File: src/shared/sideband_error_defs.svh
// Constants for the sideband error signalling block
`ifndef SIDEBAND_ERROR_DEFS_SVH
`define SIDEBAND_ERROR_DEFS_SVH

// Pulse length in base-clock cycles
`define PULSE_CYCLES       5'd16
`define PULSE_LAST         5'd15
// Positions in the I/O error vector
`define IOERR_CORRECTED    0
`define IOERR_UNCORRECTED  1
`define IOERR_FATAL        2
// Reset value of every active-low output
`define OUT_IDLE           1'b1
`define IOERR_IDLE         3'h7

`endif

File: src/shared/sideband_error_pkg.sv
// Types for the sideband error signalling block
package sideband_error_pkg;

  // Catastrophic output sequencer, Gray coded along idle-pulse-hold
  typedef enum logic [1:0] {
    CAT_IDLE  = 2'b00,
    CAT_PULSE = 2'b01,
    CAT_HOLD  = 2'b11
  } cat_state_t;

endpackage

File: src/rtl/sideband_error_pins.sv
// Sideband error pin sequencer: catastrophic, recoverable and I/O outputs
`include "sideband_error_defs.svh"
`timescale 1ns/1ns
`default_nettype none

module sideband_error_pins
  import sideband_error_pkg::*;
(
  // Clock, reset and enable
  input  wire logic       clock,
  input  wire logic       rstn,
  input  wire logic       clk_en,
  // Core and uncore error sources, one-cycle requests
  input  wire logic       nonrecoverable_fault,
  input  wire logic       fatal_fault,
  input  wire logic       internal_fault,
  input  wire logic       recoverable_uncorrected_fault,
  input  wire logic       local_check_exception,
  input  wire logic       uncorrected_no_action_event,
  // I/O unit error sources, levels
  input  wire logic       io_corrected_fault,
  input  wire logic       integrated_memory_ctrl_corrected,
  input  wire logic       persistent_memory_alert,
  input  wire logic       mgmt_bus_hang,
  input  wire logic       io_uncorrected_fault,
  input  wire logic       io_fatal_fault,
  // Active-low sideband pins
  output logic            catastrophic_error_out_n,
  output logic            recoverable_check_out_n,
  output logic [2:0]      io_error_out_n
);

  ////////////////////////////////////////////////////////////////////////////
  // Catastrophic output sequencer

  cat_state_t             cat_state_reg;
  cat_state_t             cat_state_next;
  logic [4:0]             cat_count_reg;
  logic [4:0]             cat_count_next;
  logic                   cat_out_reg;
  logic                   cat_out_next;
  logic                   cat_pulse_req;
  logic                   cat_hold_req;

  // Fatal faults share the pulse with non-recoverable ones
  assign cat_pulse_req = nonrecoverable_fault | fatal_fault;
  assign cat_hold_req  = internal_fault;

  always_comb begin
    cat_state_next = cat_state_reg;
    cat_count_next = cat_count_reg;
    case (cat_state_reg)
      CAT_IDLE: begin
        if (cat_hold_req) begin
          cat_state_next = CAT_HOLD;
        end else if (cat_pulse_req) begin
          cat_state_next = CAT_PULSE;
          cat_count_next = 5'h00;
        end
      end
      CAT_PULSE: begin
        if (cat_hold_req) begin
          cat_state_next = CAT_HOLD;
        end else if (cat_count_reg == `PULSE_LAST) begin
          cat_state_next = CAT_IDLE;
        end else begin
          cat_count_next = cat_count_reg + 5'h01;
        end
      end
      CAT_HOLD: begin
        cat_state_next = CAT_HOLD;
      end
      default: begin
        cat_state_next = CAT_IDLE;
      end
    endcase
    cat_out_next = (cat_state_next == CAT_IDLE);
  end

  always_ff @(posedge clock or negedge rstn) begin
    if (!rstn) begin
      cat_state_reg <= CAT_IDLE;
      cat_count_reg <= 5'h00;
      cat_out_reg   <= `OUT_IDLE;
    end else if (clk_en) begin
      cat_state_reg <= cat_state_next;
      cat_count_reg <= cat_count_next;
      cat_out_reg   <= cat_out_next;
    end
  end

  assign catastrophic_error_out_n = cat_out_reg;

  ////////////////////////////////////////////////////////////////////////////
  // Recoverable machine-check pulse

  logic                   rec_busy_reg;
  logic                   rec_busy_next;
  logic [4:0]             rec_count_reg;
  logic [4:0]             rec_count_next;
  logic                   rec_out_reg;
  logic                   rec_out_next;
  logic                   rec_req;

  // Local and no-action events are not inputs to the pulse; any error that
  // also escalates to the catastrophic output is reported there only
  assign rec_req = recoverable_uncorrected_fault
                   & ~cat_pulse_req & ~cat_hold_req;

  always_comb begin
    rec_busy_next  = rec_busy_reg;
    rec_count_next = rec_count_reg;
    if (!rec_busy_reg) begin
      if (rec_req) begin
        rec_busy_next  = 1'b1;
        rec_count_next = 5'h00;
      end
    end else if (rec_count_reg == `PULSE_LAST) begin
      rec_busy_next = 1'b0;
    end else begin
      rec_count_next = rec_count_reg + 5'h01;
    end
    rec_out_next = ~rec_busy_next;
  end

  always_ff @(posedge clock or negedge rstn) begin
    if (!rstn) begin
      rec_busy_reg  <= 1'b0;
      rec_count_reg <= 5'h00;
      rec_out_reg   <= `OUT_IDLE;
    end else if (clk_en) begin
      rec_busy_reg  <= rec_busy_next;
      rec_count_reg <= rec_count_next;
      rec_out_reg   <= rec_out_next;
    end
  end

  assign recoverable_check_out_n = rec_out_reg;

  ////////////////////////////////////////////////////////////////////////////
  // I/O error vector, registered active-low levels

  logic [2:0]             io_reg;
  logic [2:0]             io_next;

  always_comb begin
    io_next = `IOERR_IDLE;
    io_next[`IOERR_CORRECTED] = ~(io_corrected_fault
                                  | integrated_memory_ctrl_corrected
                                  | persistent_memory_alert
                                  | mgmt_bus_hang);
    io_next[`IOERR_UNCORRECTED] = ~io_uncorrected_fault;
    io_next[`IOERR_FATAL] = ~io_fatal_fault;
  end

  always_ff @(posedge clock or negedge rstn) begin
    if (!rstn) begin
      io_reg <= `IOERR_IDLE;
    end else if (clk_en) begin
      io_reg <= io_next;
    end
  end

  assign io_error_out_n = io_reg;

  ////////////////////////////////////////////////////////////////////////////
  // Checks

  // Run counters: enabled cycles the catastrophic and recoverable outputs have stayed low so far.
  // They saturate well above one pulse, so a held level never wraps.
  logic [5:0]             chk_cat_run_reg;
  logic [5:0]             chk_cat_run_next;
  logic [5:0]             chk_rec_run_reg;
  logic [5:0]             chk_rec_run_next;

  always_comb begin
    chk_cat_run_next = chk_cat_run_reg;
    chk_rec_run_next = chk_rec_run_reg;
    if (catastrophic_error_out_n) begin
      chk_cat_run_next = 6'h00;
    end else if (chk_cat_run_reg != 6'h3F) begin
      chk_cat_run_next = chk_cat_run_reg + 6'h01;
    end
    if (recoverable_check_out_n) begin
      chk_rec_run_next = 6'h00;
    end else if (chk_rec_run_reg != 6'h3F) begin
      chk_rec_run_next = chk_rec_run_reg + 6'h01;
    end
  end

  // Frozen with the rest of the block while the enable is low
  always_ff @(posedge clock or negedge rstn) begin
    if (!rstn) begin
      chk_cat_run_reg <= 6'h00;
      chk_rec_run_reg <= 6'h00;
    end else if (clk_en) begin
      chk_cat_run_reg <= chk_cat_run_next;
      chk_rec_run_reg <= chk_rec_run_next;
    end
  end
endmodule

`default_nettype wire

File: config.mk
export PLATFORM = sky130hd
export DESIGN_NAME = sideband_error_pins
export DESIGN_NICKNAME = d
export VERILOG_FILES = /design/src/shared/sideband_error_pkg.sv /design/src/rtl/sideband_error_pins.sv
export VERILOG_INCLUDE_DIRS = /design/src /design/src/shared
export SDC_FILE = /design/constraint.sdc
export NUM_CORES = 1
export LEC_CHECK = 0
export ABC_AREA = 1
export BUFFER_PORTS_ARGS = -buffer_cell sky130_fd_sc_hd__buf_2
export CORE_UTILIZATION = 50
export CTS_BUF_LIST = sky130_fd_sc_hd__clkbuf_4
export DETAILED_ROUTE_END_ITERATION = 10
export GPL_ROUTABILITY_DRIVEN = 0
export PLACE_DENSITY = 0.87
export SYNTH_ARGS = -nofsm -noshare
export SYNTH_HDL_FRONTEND = slang
export SYNTH_SLANG_ARGS = --single-unit
File: constraint.sdc
create_clock -name clock -period 1.5 [get_ports clock]
set_input_delay 0.075 -clock clock [delete_from_list [all_inputs] [get_ports clock]]
set_output_delay 0.075 -clock clock [all_outputs]
set_load 0.02 [all_outputs]
==> flow_summary.toml <==
[setup_path]
max_stage_delay_ns = 0.41
crit_arrival_ns = 1.73
critPathCaptureType = "register"
crit-reg2reg-capture = "rec_count_reg[4]"
path_cells = "ha_2, nand2_2, nor2_2, ha_2, a21oi_4, nand2_1, or2_1, nand2_1"
reg2reg_depth = 8
cpLargestDelayFamily = "simple AND/OR/NAND/NOR gates"
crit_fanout = 4
rrSetupSlack_ns = 0.01
cp.required_ns = 1.75
reg2reg_from = "rec_count_reg[1]"
cp_num_cells = 8
cp_slowest_cell = "dfrtp_1"
start_kind = "register"
critPathBufInv = 0
worstSetupPathType = "register to register"

[cts]
clockBufferDepth = 2
cts_tree = "yes"
clock_latency_ns = 0.30
clkSinkCount = 18
htreeDepth = 1
cts.reportedPaths.clkPinSlew_ns = 0.10
cts_root_buffer = "clkbuf_4"
cts_made_buffers = 3

[sta]
relSlewSlack_pct = 72.7
max_freq_mhz = 672
final.period_utilization_pct = 99.2
fin_crit_ns = 1.49
worst_pin_slew_ns = 0.409
final_hold_viol_count = 0
setup_viol = 0
layout_setup_ws_ns = 0.0119
fin_skew_ns = 0.00213
maxSlewViolCount = 0
rsz0062_at_grt = "yes"

[floorplanning]
die-area_mm2 = 0.00213
initial_core_util_pct = 54.6
rows = 15
die_h_um = 46.1
num_io_pins = 20
core_region_area_mm2 = 0.00178
die_w_um = 46.1

[global_route]
grt_pass1_wl_mm = 3.41
antenna_found_initial = 0
grt_start_max_net_pins = 19
grt.total_usage_pct = 23.4
grt_pass1_vias = 839
grt_remaining_overflow = 0

[synth]
synth.distinct_cells = 17
muxShareOfSynthArea_pct = 0
synth_area_per_cell_um2 = 7.73
yosys_warnings = 0
synthSimpleGateAreaFrac_pct = 33.2
yosysTopAreaCellShare_pct = 33.4
syn_nets = 145
yosysSeqAreaShare_pct = 46.9
synth_edf_count = 0
synth_compound_area_share_pct = 8.10
synthMostInstantiatedCell = "nand2_1"
synth.area.top_cells = "dfrtp_1 (33%), nand2_1 (20%), dfstp_2 (13%)"
synthCells = 126
synth_ff_type = "dfrtp_1"
synth_top_family_by_area = "simple AND/OR/NAND/NOR gates"
synth_fa_ha_area_share_pct = 5.14
synth_common_cells = "nand2_1 (52), nor2_1 (14), dfrtp_1 (13)"
syn_area_um2 = 973
ys_ff_latch = 18
synth_area_leader_cell = "dfrtp_1"
synthArstFlopShare_pct = 100
synth_xor_area_share_pct = 0

[route]
postRouteAntennaNets = 0
drc = 0
wl_per_cell_um = 12.0
routed_wl_mm = 2.20
drtIter0Drc = 15
drt_pass1_iterations = 4
vias_per_cell = 4.93
vias = 903

[final_layout]
drive_above_1_share_pct = 32.9
syn_to_final_growth_pct = 31.2
fin_util_pct = 71.6
stdcell_area_mm2 = 0.00128
regArea_um2 = 457
diodes = 0
fill_cells = 146
multiInputGateArea_um2 = 522
final_nets = 178

[power_and_ir_drop]
p_leak_nw = 0.630
powerDensity_mw_per_mm2 = 1120
irDropWorstVdd_v = 0.000911

[placement]
dpl_cell_area_mm2 = 0.00111
place_ws_ns = -0.0631
dp_hpwl_mm = 1.52
portBuffers = 17

[min_path]
min_path_type = "input pin to register"
hold_start = "clk_en"
whs_endpoint = "catastrophic_error_out_n"
hold_depth = 3

[status]
status = "finished, final reports clean"

[run]
cap_violations = 0
-- cell families after synthesis --
logic type,Yosys count
adder cells (fa/ha/maj),4
AND/OR/NAND/NOR,79
flip-flops,18
AO/OA/AOI/OAI,11
buffers and inverters,14
-- layout make-up --
type / count / area share (%)
multi-input combinational: 94 / 40.8
timing repair buffer: 29 / 14.7
sequential: 18 / 35.7
tap: 25 / 2.45
clock inverter: 1 / 0.294
inverter: 13 / 4.21
clock buffer: 3 / 1.76
-- worst register-to-register path: cells and delay by family, from the launching register on --
family,cells,cell delay (ns)
adder cells (fa/ha/maj),2,0.37
AO/OA/AOI/OAI,1,0.18
AND/OR/NAND/NOR,5,0.49
flip-flops,1,0.41
-- power breakdown --
group / switching, mW / total, mW / leakage, nW / internal, mW
Combinational: 0.285 / 0.534 / 0.390 / 0.249
Sequential: 0.0707 / 0.654 / 0.224 / 0.583
Clock: 0.152 / 0.249 / 0.0154 / 0.0972
-- metal layers --
layer  wire (um)  GRT usage [%]  vias to the layer above
li1            -              -                      464
met1         894           26.0                      428
met2        1240           43.4                        9
met3          32           3.53                        2
met4          27           10.6                        0
met5           0              0                        -
-- placed cells by master, fill, tap and decap left out, drive strengths merged --
| cell type | Yosys | routed |
|---|---|---|
| o211ai | 1 | 1 |
| nand4 | 2 | 2 |
| nor2 | 14 | 14 |
| o21ai | 6 | 6 |
| clkbuf | 0 | 3 |
| o31ai | 1 | 1 |
| clkinv | 0 | 1 |
| ha | 4 | 4 |
| inv | 13 | 13 |
| buf | 1 | 24 |
| nor3b | 2 | 2 |
| dfrtp | 13 | 13 |
| a21oi | 3 | 3 |
| nand3 | 7 | 7 |
| dlygate4sd3 | 0 | 5 |
| nand2 | 52 | 52 |
| dfstp | 5 | 5 |
| or2 | 2 | 2 |
-- worst max-delay path by stage --
stage	startpoint	to	slack, ns
floorplan	cat_count_reg[0]	cat_count_reg[0]	0.04
detailed placement	cat_count_reg[0]	cat_count_reg[3]	-0.06
CTS	cat_count_reg[0]	cat_count_reg[3]	0.01
global placement	cat_count_reg[0]	cat_count_reg[1]	-0.02
finish	rec_count_reg[1]	rec_count_reg[4]	0.01
global route	rec_count_reg[0]	rec_count_reg[4]	-0.08
-- timing repair --
action,in CTS,in global routing
hold endpoints to repair,19,0
endpoints found under the setup margin,11,10
setup buffers,1,2
pin swaps,3,5
hold buffers,5,0
gates resized for setup,7,15
-- per-stage QoR --
step	TNS [ns]	hold WS, ns	std cells	power [mW]
floorplan	0	-0.221	126	0.888
CTS	0	0.0853	181	1.37
global route	-0.334	0.124	183	1.53
finish	0	0.110	183	1.44
global placement	-0.120	0.0207	171	1.03
detailed placement	-0.525	0.0242	171	1.07
No activity file was read; power rests on OpenSTA's default activity.
